File: config.mk
export PLATFORM = sky130hd
export DESIGN_NAME = icd_dispatch
export DESIGN_NICKNAME = d
export VERILOG_FILES = /design/src/hdl/icd_class_decode.v /design/src/hdl/icd_dispatch.v
export VERILOG_INCLUDE_DIRS = /design/src /design/src/include
export SDC_FILE = /design/constraint.sdc
export NUM_CORES = 1
export LEC_CHECK = 0
export ABC_AREA = 1
export BUFFER_PORTS_ARGS = -buffer_cell sky130_fd_sc_hd__buf_2
export CAP_MARGIN = 5
export CORE_MARGIN = 5
export CORE_UTILIZATION = 42
export CTS_CLUSTER_SIZE = 16
export DETAILED_ROUTE_END_ITERATION = 10
export PLACE_DENSITY = 0.66
export SLEW_MARGIN = 40
export SYNTH_ARGS = -nofsm -noshare
export SYNTH_HDL_FRONTEND = slang
export SYNTH_HIERARCHICAL = 1
export SYNTH_SLANG_ARGS = --single-unit
File: constraint.sdc
create_clock -name clk -period 5 [get_ports clk]
set_clock_uncertainty 0.2 [all_clocks]
set_input_delay 0.5 -clock clk [delete_from_list [all_inputs] [get_ports clk]]
set_output_delay 0.5 -clock clk [all_outputs]
set_load 0.005 [all_outputs]
File: src/include/icd_regs.vh
// constants of the instruction class dispatch block
`ifndef ICD_REGS_VH
`define ICD_REGS_VH
`define ICD_W          16
`define ICD_OP_MSB     15
`define ICD_OP_LSB     12
`define ICD_ADR_MSB    11
`define ICD_ADR_LSB    0
`define ICD_KEY_W      5
`define ICD_NCNT       29
`define ICD_CNT_W      5
// class codes
`define ICD_CL_REG     2'h0
`define ICD_CL_INV     2'h1
`define ICD_CL_PER     2'h2
// regular kinds
`define ICD_K_BASIC    2'h0
`define ICD_K_EXTRA    2'h1
`define ICD_K_CHAN     2'h2
`define ICD_K_SPEC     2'h3
// function groups
`define ICD_F_SEQ      4'h0
`define ICD_F_COPY     4'h1
`define ICD_F_XCH      4'h2
`define ICD_F_STORE    4'h3
`define ICD_F_MOD      4'h4
`define ICD_F_ARITH    4'h5
`define ICD_F_ADDST    4'h6
`define ICD_F_INCR     4'h7
`define ICD_F_ANG      4'h8
`define ICD_F_AND      4'h9
`define ICD_F_CHRD     4'ha
`define ICD_F_CHWR     4'hb
`define ICD_F_SPEC     4'hc
`define ICD_F_INTR     4'hd
`define ICD_F_CNT      4'he
`define ICD_F_PERI     4'hf
// special words (order code zero with these addresses)
`define ICD_SP_RELINT  12'h003
`define ICD_SP_INHINT  12'h004
`define ICD_SP_EXTEND  12'h006
`define ICD_SP_RESUME  12'h00f
// interrupt order code, vectors and counter base address
`define ICD_OP_INTR    4'h0
`define ICD_VEC_INIT   12'h800
`define ICD_VEC_KEY    12'h814
`define ICD_VEC_PROG   12'h810
`define ICD_CNT_BASE   12'h024
`endif

File: src/hdl/icd_class_decode.v
// combinational order code to class and function decoder
`timescale 1ns/100ps
`include "icd_regs.vh"
module icd_class_decode (
  input  wire [`ICD_W-1:0] word,
  input  wire              ext,
  output reg  [1:0]        kind,
  output reg  [3:0]        func,
  output reg  [1:0]        sub,
  output reg               is_extend,
  output reg               is_prog_intr
);
  wire [3:0]  op  = word[`ICD_OP_MSB:`ICD_OP_LSB];
  wire [11:0] adr = word[`ICD_ADR_MSB:`ICD_ADR_LSB];

  // sort word into kind, group and sub operation
  always @* begin
    kind         = `ICD_K_BASIC;
    func         = `ICD_F_SEQ;
    sub          = 2'h0;
    is_extend    = 1'b0;
    is_prog_intr = 1'b0;
    if (!ext && op == 4'h0 &&
        (adr == `ICD_SP_RELINT || adr == `ICD_SP_INHINT ||
         adr == `ICD_SP_EXTEND || adr == `ICD_SP_RESUME)) begin
      kind      = `ICD_K_SPEC;
      func      = `ICD_F_SPEC;
      sub       = adr[1:0];
      is_extend = (adr == `ICD_SP_EXTEND);
      is_prog_intr = (adr == `ICD_SP_RESUME);
    end else if (!ext) begin
      case (op)
        4'h0, 4'h1: func = `ICD_F_SEQ;
        4'h2: func = `ICD_F_COPY;
        4'h3: func = `ICD_F_XCH;
        4'h4: func = `ICD_F_STORE;
        4'h5: func = `ICD_F_MOD;
        4'h6, 4'h7: begin
          func = `ICD_F_ARITH;
          sub  = {1'b0, op[0]};
        end
        4'h8, 4'h9: begin
          func = `ICD_F_ADDST;
          sub  = {1'b0, op[0]};
        end
        4'ha: begin
          func = `ICD_F_INCR;
          sub  = adr[11:10];
        end
        4'hb: func = `ICD_F_AND;
        default: func = `ICD_F_SEQ;
      endcase
    end else begin
      case (op)
        4'h0: begin
          kind = `ICD_K_CHAN;
          func = adr[11] ? `ICD_F_CHWR : `ICD_F_CHRD;
          sub  = adr[10:9];
        end
        4'h1: begin
          kind = `ICD_K_EXTRA;
          func = `ICD_F_SEQ;
        end
        4'h2, 4'h3: begin
          kind = `ICD_K_EXTRA;
          func = `ICD_F_ARITH;
          sub  = {1'b1, op[0]};
        end
        4'h4: begin
          kind = `ICD_K_EXTRA;
          func = `ICD_F_ANG;
        end
        default: begin
          kind = `ICD_K_EXTRA;
          func = `ICD_F_MOD;
        end
      endcase
    end
  end
endmodule // icd_class_decode

File: src/hdl/icd_dispatch.v
// instruction class dispatcher with keyboard path and involuntary arbitration
`timescale 1ns/100ps
`include "icd_regs.vh"
module icd_dispatch (
  input  wire                  clk,
  input  wire                  resetn,
  input  wire                  key_press_a,
  input  wire [`ICD_KEY_W-1:0] key_code_a,
  input  wire                  key_press_b,
  input  wire [`ICD_KEY_W-1:0] key_code_b,
  input  wire                  key_chan_rd,
  input  wire                  power_on_req,
  input  wire                  trap_req,
  input  wire                  rupt_req,
  input  wire [11:0]           rupt_vec,
  input  wire [3:0]            cnt_req,
  input  wire [`ICD_CNT_W-1:0] cnt_sel,
  input  wire                  per_req,
  input  wire                  per_tape,
  input  wire [`ICD_W-1:0]     mem_word,
  input  wire                  mem_valid,
  input  wire                  instr_done,
  output wire                  mem_ready,
  output reg  [`ICD_KEY_W-1:0] key_chan_r,
  output reg                   key_chan_full_r,
  output reg                   key_irq_r,
  output reg                   issue_r,
  output reg  [1:0]            class_r,
  output reg  [1:0]            kind_r,
  output reg  [3:0]            func_r,
  output reg  [1:0]            sub_r,
  output reg  [3:0]            order_r,
  output reg  [11:0]           addr_r,
  output reg                   ext_r,
  output reg                   inhibit_r,
  output reg                   monitor_stop_r,
  output reg                   chan_space_r
);
  // ==========================================================
  // states
  localparam ST_IDLE = 3'b001;
  localparam ST_BUSY = 3'b010;
  localparam ST_PERI = 3'b100;

  reg [2:0]  state_r;
  reg [2:0]  state_nxt;
  reg        key_a_s1_r;
  reg        key_a_s2_r;
  reg        key_a_s3_r;
  reg        key_b_s1_r;
  reg        key_b_s2_r;
  reg        key_b_s3_r;
  reg [`ICD_KEY_W-1:0] code_a_s1_r;
  reg [`ICD_KEY_W-1:0] code_a_s2_r;
  reg [`ICD_KEY_W-1:0] code_b_s1_r;
  reg [`ICD_KEY_W-1:0] code_b_s2_r;
  reg        per_s1_r;
  reg        per_s2_r;
  reg        init_pend_r;
  reg        prog_rupt_r;
  reg        first_basic_r;

  wire [1:0] dk_kind;
  wire [3:0] dk_func;
  wire [1:0] dk_sub;
  wire       dk_ext;
  wire       dk_prog;

  // counter address limited to 29 slots
  function [11:0] cnt_addr;
    input [`ICD_CNT_W-1:0] s;
    begin
      if (s < `ICD_NCNT)
        cnt_addr = `ICD_CNT_BASE + {7'h00, s};
      else
        cnt_addr = `ICD_CNT_BASE;
    end
  endfunction

  // ==========================================================
  // regular word decoder
  icd_class_decode u_dec (
    .word         (mem_word),
    .ext          (ext_r),
    .kind         (dk_kind),
    .func         (dk_func),
    .sub          (dk_sub),
    .is_extend    (dk_ext),
    .is_prog_intr (dk_prog)
  );

  // ==========================================================
  // pin synchronisers
  always @(posedge clk or negedge resetn) begin
    if (!resetn) begin
      key_a_s1_r  <= 1'b0;
      key_a_s2_r  <= 1'b0;
      key_a_s3_r  <= 1'b0;
      key_b_s1_r  <= 1'b0;
      key_b_s2_r  <= 1'b0;
      key_b_s3_r  <= 1'b0;
      code_a_s1_r <= {`ICD_KEY_W{1'b0}};
      code_a_s2_r <= {`ICD_KEY_W{1'b0}};
      code_b_s1_r <= {`ICD_KEY_W{1'b0}};
      code_b_s2_r <= {`ICD_KEY_W{1'b0}};
      per_s1_r    <= 1'b0;
      per_s2_r    <= 1'b0;
    end else begin
      key_a_s1_r  <= key_press_a;
      key_a_s2_r  <= key_a_s1_r;
      key_a_s3_r  <= key_a_s2_r;
      key_b_s1_r  <= key_press_b;
      key_b_s2_r  <= key_b_s1_r;
      key_b_s3_r  <= key_b_s2_r;
      code_a_s1_r <= key_code_a;
      code_a_s2_r <= code_a_s1_r;
      code_b_s1_r <= key_code_b;
      code_b_s2_r <= code_b_s1_r;
      per_s1_r    <= per_req;
      per_s2_r    <= per_s1_r;
    end
  end

  wire key_a_rise = key_a_s2_r & ~key_a_s3_r;
  wire key_b_rise = key_b_s2_r & ~key_b_s3_r;
  wire key_rise   = key_a_rise | key_b_rise;

  // ==========================================================
  // keyboard channel and request; new press wins over read
  always @(posedge clk or negedge resetn) begin
    if (!resetn) begin
      key_chan_r      <= {`ICD_KEY_W{1'b0}};
      key_chan_full_r <= 1'b0;
    end else if (key_rise) begin
      key_chan_r      <= key_a_rise ? code_a_s2_r : code_b_s2_r;
      key_chan_full_r <= 1'b1;
    end else if (key_chan_rd) begin
      key_chan_full_r <= 1'b0;
    end
  end

  // ==========================================================
  // arbitration among pending involuntary requests
  wire boundary   = (state_r == ST_IDLE);
  wire init_win   = init_pend_r;
  wire rupt_any   = key_irq_r | rupt_req | prog_rupt_r;
  wire rupt_ok    = rupt_any & ~inhibit_r & ~ext_r;
  wire cnt_any    = |cnt_req;
  wire cnt_ok     = cnt_any & first_basic_r;
  wire reg_ok     = mem_valid & ~init_win & ~rupt_ok & ~cnt_ok & ~per_s2_r;
  assign mem_ready = boundary & reg_ok;

  // state sequencing
  always @* begin
    state_nxt = state_r;
    case (state_r)
      ST_IDLE: begin
        if (per_s2_r)
          state_nxt = ST_PERI;
        else if (init_win | rupt_ok | cnt_ok | reg_ok)
          state_nxt = ST_BUSY;
      end
      ST_BUSY: begin
        if (instr_done)
          state_nxt = ST_IDLE;
      end
      ST_PERI: begin
        if (instr_done)
          state_nxt = ST_IDLE;
      end
      default: state_nxt = ST_IDLE;
    endcase
  end

  // ==========================================================
  // issue register and flags
  always @(posedge clk or negedge resetn) begin
    if (!resetn) begin
      state_r        <= ST_IDLE;
      issue_r        <= 1'b0;
      class_r        <= `ICD_CL_REG;
      kind_r         <= `ICD_K_BASIC;
      func_r         <= `ICD_F_SEQ;
      sub_r          <= 2'h0;
      order_r        <= 4'h0;
      addr_r         <= 12'h000;
      ext_r          <= 1'b0;
      inhibit_r      <= 1'b0;
      monitor_stop_r <= 1'b0;
      chan_space_r   <= 1'b0;
      init_pend_r    <= 1'b1;
      prog_rupt_r    <= 1'b0;
      first_basic_r  <= 1'b0;
      key_irq_r      <= 1'b0;
    end else begin
      state_r <= state_nxt;
      issue_r <= 1'b0;
      if (power_on_req | trap_req)
        init_pend_r <= 1'b1;
      if (key_rise)
        key_irq_r <= 1'b1;
      if (state_r == ST_PERI && instr_done)
        monitor_stop_r <= 1'b0;
      if (boundary) begin
        if (per_s2_r) begin
          issue_r        <= 1'b1;
          class_r        <= `ICD_CL_PER;
          func_r         <= `ICD_F_PERI;
          sub_r          <= {1'b0, per_tape};
          monitor_stop_r <= 1'b1;
        end else if (init_win) begin
          issue_r     <= 1'b1;
          class_r     <= `ICD_CL_INV;
          kind_r      <= `ICD_K_BASIC;
          func_r      <= `ICD_F_INTR;
          sub_r       <= 2'h0;
          order_r     <= `ICD_OP_INTR;
          addr_r      <= `ICD_VEC_INIT;
          init_pend_r <= power_on_req | trap_req;
          ext_r       <= 1'b0;
          inhibit_r   <= 1'b0;
          first_basic_r <= 1'b0;
        end else if (rupt_ok) begin
          issue_r   <= 1'b1;
          class_r   <= `ICD_CL_INV;
          kind_r    <= `ICD_K_BASIC;
          func_r    <= `ICD_F_INTR;
          sub_r     <= 2'h1;
          order_r   <= `ICD_OP_INTR;
          inhibit_r <= 1'b1;
          if (key_irq_r) begin
            addr_r    <= `ICD_VEC_KEY;
            key_irq_r <= key_rise;
          end else if (rupt_req) begin
            addr_r <= rupt_vec;
          end else begin
            addr_r      <= `ICD_VEC_PROG;
            prog_rupt_r <= 1'b0;
          end
        end else if (cnt_ok) begin
          issue_r <= 1'b1;
          class_r <= `ICD_CL_INV;
          kind_r  <= `ICD_K_BASIC;
          func_r  <= `ICD_F_CNT;
          order_r <= 4'h0;
          addr_r  <= cnt_addr(cnt_sel);
          first_basic_r <= 1'b0;
          casez (cnt_req)
            4'b???1: sub_r <= 2'h0;
            4'b??10: sub_r <= 2'h1;
            4'b?100: sub_r <= 2'h2;
            default: sub_r <= 2'h3;
          endcase
        end else if (reg_ok) begin
          issue_r       <= 1'b1;
          class_r       <= `ICD_CL_REG;
          kind_r        <= dk_kind;
          func_r        <= dk_func;
          sub_r         <= dk_sub;
          order_r       <= mem_word[`ICD_OP_MSB:`ICD_OP_LSB];
          addr_r        <= mem_word[`ICD_ADR_MSB:`ICD_ADR_LSB];
          chan_space_r  <= (dk_kind == `ICD_K_CHAN);
          first_basic_r <= 1'b1;
          ext_r         <= dk_ext;
          if (dk_prog)
            prog_rupt_r <= 1'b1;
          if (dk_kind == `ICD_K_SPEC && dk_sub == 2'h0)
            inhibit_r <= 1'b1;
          if (dk_kind == `ICD_K_SPEC && dk_sub == 2'h3)
            inhibit_r <= 1'b0;
        end
      end
    end
  end
endmodule // icd_dispatch

Word-level counts from Yosys, hierarchy flattened
Cells that the tools add are included.
Widths: inputs -> output; s select.
- register bits after elaboration: 72
- input port bits: 59
- logic and storage cells: 213
- add/subtract/negate cells: 1
- magnitude comparators: 1
- equal/unequal tests: 31
- multiplexer cells: 91
- bitwise logic cells: 25
- reductions and logical operators: 34
- operator list (operator ; count):
    $mux 12 ; 6
    $mux 1 ; 44
    $mux 4 ; 11
    $mux 2 ; 19
    $pmux 4 s8 ; 1
    $eq 12x3->1 const B ; 2
    $eq 4x3->1 const B ; 4
    $eq 4x4->1 const B ; 4
    $pmux 4 s4 ; 1
    $eq 12x2->1 const B ; 1
    $eq 12x4->1 const B ; 1
    $and 1x1->1 ; 10
    $ne 2x2->1 const B ; 5
    $reduce_and 5->1 ; 2
    $mux 3 ; 3
    $eq 2x2->1 const B ; 4
    $eq 4x2->1 const B ; 2
    $not 1->1 ; 8
    $pmux 2 s2 ; 2
    $reduce_and 8->1 ; 1
    $reduce_bool 2->1 ; 4
    $reduce_bool 4->1 ; 2
    $reduce_or 2->1 ; 4
    $reduce_or 4->1 ; 2
    25 further kinds ; 40

Depth between registers and ports, before layout
- depth in word-level cells: 14
- mapped depth: 16

By module
The synthesis kept the hierarchy.
- by module, submodules not included (module ; times used ; cells each ; area an instance (µm²) ; seq. area each (µm²)):
    icd_dispatch ; 1 ; 361 ; 3249.4 ; 1804.2
    icd_class_decode ; 1 ; 86 ; 407.9 ; 0.0

Worst setup path after synthesis
OpenSTA, ideal clock, no wires.
- path kind: input-to-reg
- start: in mem_word[11]
- end: reg inhibit_r
- setup time: 0.117 ns
- data arrival time: 1.657 ns
- setup slack: 3.026 ns
- stages: 14
- path buffers: 0
- cells stage by stage: nor2_1 -> nand2_1 -> nor2_4 -> nand2_1 -> nand2_2 -> nand2_2 -> o21ai_0 -> nand2_1 -> nor2_1 -> a21oi_1 -> nand2_1 -> nand3_1 -> nand2_1 -> nand2_1
- cells in the longest elaborated chain, start to end: 13
- elaborated cells on any way between the ends: 24
- classes of those cells: eq/ne (6); mux (9); reduce/logical (9)
- RTL lines (what ; line ; text):
    from (decl) ; icd_dispatch.v:20 ; input wire [`ICD_W-1:0] mem_word,
    $eq 12x2->1 (no source line) / $eq 12x3->1 (equally long branches) ; n/a ;
    $logic_or 1x1->1 (no source line) (2 in a row) ; n/a ;
    $logic_or 1x1->1 (no source line) (*) ; n/a ;
    $logic_and 1x1->1 (*) ; icd_class_decode.v:23 ; if (!ext && op == 4'h0 &&
    $mux 2 (*) ; icd_class_decode.v:23 ;
    via dk_kind[1] ; icd_dispatch.v:63 ; wire [1:0] dk_kind;
    $eq 2x2->1 (no source line) (*) ; n/a ;
    $logic_and 1x1->1 ; icd_dispatch.v:269 ; if (dk_kind == `ICD_K_SPEC && dk_sub == 2'h3)
    $mux 1 ; icd_dispatch.v:269 ;
    $mux 1 ; icd_dispatch.v:254 ; end else if (reg_ok) begin
    $mux 1 ; icd_dispatch.v:240 ; end else if (cnt_ok) begin
    $mux 1 ; icd_dispatch.v:223 ; end else if (rupt_ok) begin
    $mux 1 ; icd_dispatch.v:211 ; end else if (init_win) begin
    to (signal assigned) ; icd_dispatch.v:221 ; inhibit_r <= 1'b0;
    to (signal assigned) ; icd_dispatch.v:230 ; inhibit_r <= 1'b1;
    to (signal assigned) ; icd_dispatch.v:268 ; inhibit_r <= 1'b1;
    to (decl) ; icd_dispatch.v:35 ; output reg inhibit_r,
The timed path passes the listed nets; every way through them passes the cells marked *. The select of a mux whose other input is x is not followed.
A chain may end at the register's enable or synchronous reset.

Final worst setup path
- start: reg ext_r
- end: out mem_ready
- cells in the longest elaborated chain, start to end: 7
- RTL lines (what ; line ; text):
    from (decl) ; icd_dispatch.v:34 ; output reg ext_r,
    from (signal assigned) ; icd_dispatch.v:264 ; ext_r <= dk_ext;
    $not 1->1 ; icd_dispatch.v:147 ; wire rupt_ok = rupt_any & ~inhibit_r & ~ext_r;
    $and 1x1->1 ; icd_dispatch.v:147 ;
    $not 1->1 (no source line) ; n/a ;
    $and 1x1->1 (3 in a row) ; icd_dispatch.v:150 ; wire reg_ok = mem_valid & ~init_win & ~rupt_ok & ~cnt_ok & ~per_s2_r;
    $and 1x1->1 ; icd_dispatch.v:151 ; assign mem_ready = boundary & reg_ok;
    to (decl) ; icd_dispatch.v:23 ; output wire mem_ready,
Every way passes these cells.

==> flow_summary.yaml <==
outcome:
  run_status: "complete, no violations"
global_routing:
  grt_pass1_wl_um: 14200
  grt_max_degree: 50
  grtUsageTotal_pct: 17.1
  antenna_violations_before_repair: 0
  vias_in_the_first_global_route: 3089
  grt.overflow.total: 0
die:
  initial_utilization_pct: 42.6
  area_enclosed_by_the_die_boundary_um2: 10700
  fp.dieH_um: 103
  fp.dieW_um: 103
  io_pins: 98
  coreArea_um2: 8590
  placementRows: 34
route:
  drt_pass1_iterations: 4
  drc: 0
  viasPerCell: 4.89
  vias: 3235
  dr.first_iter.drc_count: 157
  drt_wl_total_um: 8770
  wire_per_inst_um: 13.3
  final_antenna_net_count: 0
critical_path:
  regToRegSetupSlack_ns: 2.86
  reg2regPathDepth: 9
  worst_ep_arrival_time_ns: 2.08
  crit_required_ns: 4.30
  critPathLaunchType: "flip-flop"
  criticalPathCategory: "reg -> out"
  r2r-start: "ext_r"
  critical_path.reg2reg.endpoint: "inhibit_r"
  endpoint_kind: "primary output"
  timing.critical_path.fanout_max: 22
placement:
  io_buffers: 97
  dp_cells: 645
  place_hpwl_um: 6680
  gp_congestion: 0.881
synth:
  synth_xor_area_share_pct: 0
  area_share_of_the_largest_cell_type_after_synthesis_pct: 47.9
  synth_fp_nets: 508
  seq_cells_post_synth: 72
  synth_top_family_by_area: "simple AND/OR/NAND/NOR gates"
  synth-compound-area-share_pct: 8.07
  average_instance_area_after_synthesis_um2: 8.18
  synth_area_um2: 3660
  synthSimpleGateAreaFrac_pct: 34.5
  netlist-cell-type-count: 34
  synth_area_leader_cell: "sky130_fd_sc_hd__dfrtp_1"
  synth_fa_ha_area_share_pct: 0.684
  seq_area_frac_synth_pct: 49.3
  post_synth_mux_area_share_pct: 0
  post_synth_main_area_contributors: "sky130_fd_sc_hd__dfrtp_1 48%, sky130_fd_sc_hd__nand2_1 16%, sky130_fd_sc_hd__nand3_1 5.2%"
  synthCells: 447
  yosysWarningCount: 6
clock_tree:
  cts.sink_count: 72
  cts_setup_buffers: 0
  cts_hold_repair.buffers: 1
  cts_root_buffer: "sky130_fd_sc_hd__clkbuf_8"
  cts.htree.levels: 3
  cts-resized-gates: 0
  maximum_clock_path_buffer_count: 2
  cts_tree: "done"
  tritoncts.num_buffers: 9
  path_clk_slew_ns: 0.09
  insertion_delay_ns: 0.35
timing:
  setup_total_negative_slack_ns: 0
  timing.fmax_ghz: 0.360
  finalHoldViolCount: 0
  max_slew.worst_pin.slew_ns: 0.668
  finalCriticalPeriod_ns: 2.78
  maxSlewHeadroom_pct: 55.0
  number_of_pins_with_negative_max_slew_slack_in_the_final_report: 0
  grt_setup_unrepaired: "no"
  min_period_over_period_pct: 55.6
  timing.final.setup_violations: 0
layout:
  num-nets-final: 610
  antenna-diode-count: 0
  instances_no_fill: 662
  layout-drive-gt1-share_pct: 28.5
  areaGrowthSynthToFinish_pct: 20.7
  final_core_utilization_pct: 51.4
hold_path:
  worst_hold_path_class: "in -> reg"
  timing.hold.worst_endpoint: "code_a_s1_r[0]"
  hold_path_startpoint: "key_code_a[0]"
  cell_count_of_the_worst_hold_path: 1
power:
  static-leakage-power_nw: 2.38
  peakVddDrop_v: 0.000322
  power_density_nw_per_um2: 372
job:
  maxCapViolCount: 0
## final cells by class
cell class / instances / area (um2)
fillers: 855 / 4180
multi-input cells: 318 / 1580
repair buffers: 99 / 503
inverters: 49 / 184
flip-flops and latches: 72 / 1800
clock inverters: 7 / 83.8
well taps: 108 / 135
clock buffers: 9 / 124
## critical path, stage by stage, from the launching register on
cell                      delay [ns]
sky130_fd_sc_hd__dfrtp_1        0.74
sky130_fd_sc_hd__nor2_8         0.04
sky130_fd_sc_hd__nand2_4        0.26
sky130_fd_sc_hd__nand4_4        0.19
sky130_fd_sc_hd__inv_1          0.11
sky130_fd_sc_hd__nand2_1        0.14
sky130_fd_sc_hd__inv_1          0.11
sky130_fd_sc_hd__buf_2          0.11
## how the worst max path moves through the flow
stage                             from        end  cells after the start
after floorplan           mem_word[11]  inhibit_r                     14
after global placement        rupt_req  mem_ready                      9
after detailed placement      rupt_req  mem_ready                      9
after CTS                        ext_r  mem_ready                      7
after global routing             ext_r  mem_ready                      7
final                            ext_r  mem_ready                      7
## kinds of logic (layout without fill, tap and decap cells)
group           after synthesis  in the layout
compound gates               51             51
fa+ha+maj                     2              2
simple gates                265            265
flops                        72             72
buf+inv                      57            164
## Yosys cell counts (all sizes together)
master  instances
inv            49
buf             8
a21oi           8
o21bai          1
ha              2
dfstp           2
a21boi          1
and3            1
o211ai          1
nand2         166
nand4           5
nand3          40
o22ai           2
nor2           51
o21ai          38
dfrtp          70
nor3            2
## metal layers
layer	routed length, um	track usage, %	vias up
li1	-	-	1619
met1	3710	21.0	1512
met2	4470	29.6	89
met3	459	4.23	15
met4	137	5.68	0
met5	0	0	-
## per-stage QoR
step | worst slack (ns) | area, um2 | power [mW] | hold WS, ns
2_1_floorplan | 3.03 | 3660 | 1.05 | 0.00441
3_3_place_gp | 2.63 | 4200 | 1.17 | 0.132
3_5_place_dp | 2.57 | 4200 | 1.18 | 0.135
4_1_cts | 2.21 | 4420 | 1.67 | 0.0322
5_1_grt | 2.05 | 4420 | 1.75 | 0.0281
6_report | 2.22 | 4420 | 1.64 | 0.0478
## registers in the layout (all words and copies together) (netlist names), 4 cells and up
signal,count
code_a_s1_r,5
order_r,4
code_b_s1_r,5
key_chan_r,5
code_b_s2_r,5
code_a_s2_r,5
func_r,4
addr_r,12
## report_power, final
| group | internal [mW] | leakage, nW | switching (mW) |
|---|---|---|---|
| combinational | 0.156 | 1.40 | 0.295 |
| sequential | 0.661 | 0.885 | 0.0458 |
| clock | 0.240 | 0.103 | 0.246 |
## layout by cell type (no fill, tap or decap), types with 6 or more instances in the layout
cell and instances:
sky130_fd_sc_hd__a21oi_1 6, sky130_fd_sc_hd__nand3_1 38, sky130_fd_sc_hd__dfrtp_1 70, sky130_fd_sc_hd__nand2_1 154
sky130_fd_sc_hd__o21ai_1 11, sky130_fd_sc_hd__o21ai_2 6, sky130_fd_sc_hd__clkbuf_8 9, sky130_fd_sc_hd__inv_1 44
sky130_fd_sc_hd__o21ai_0 21, sky130_fd_sc_hd__buf_2 97, sky130_fd_sc_hd__nor2_1 39, sky130_fd_sc_hd__nand2_2 6
Power figures use the tool's default switching activity.
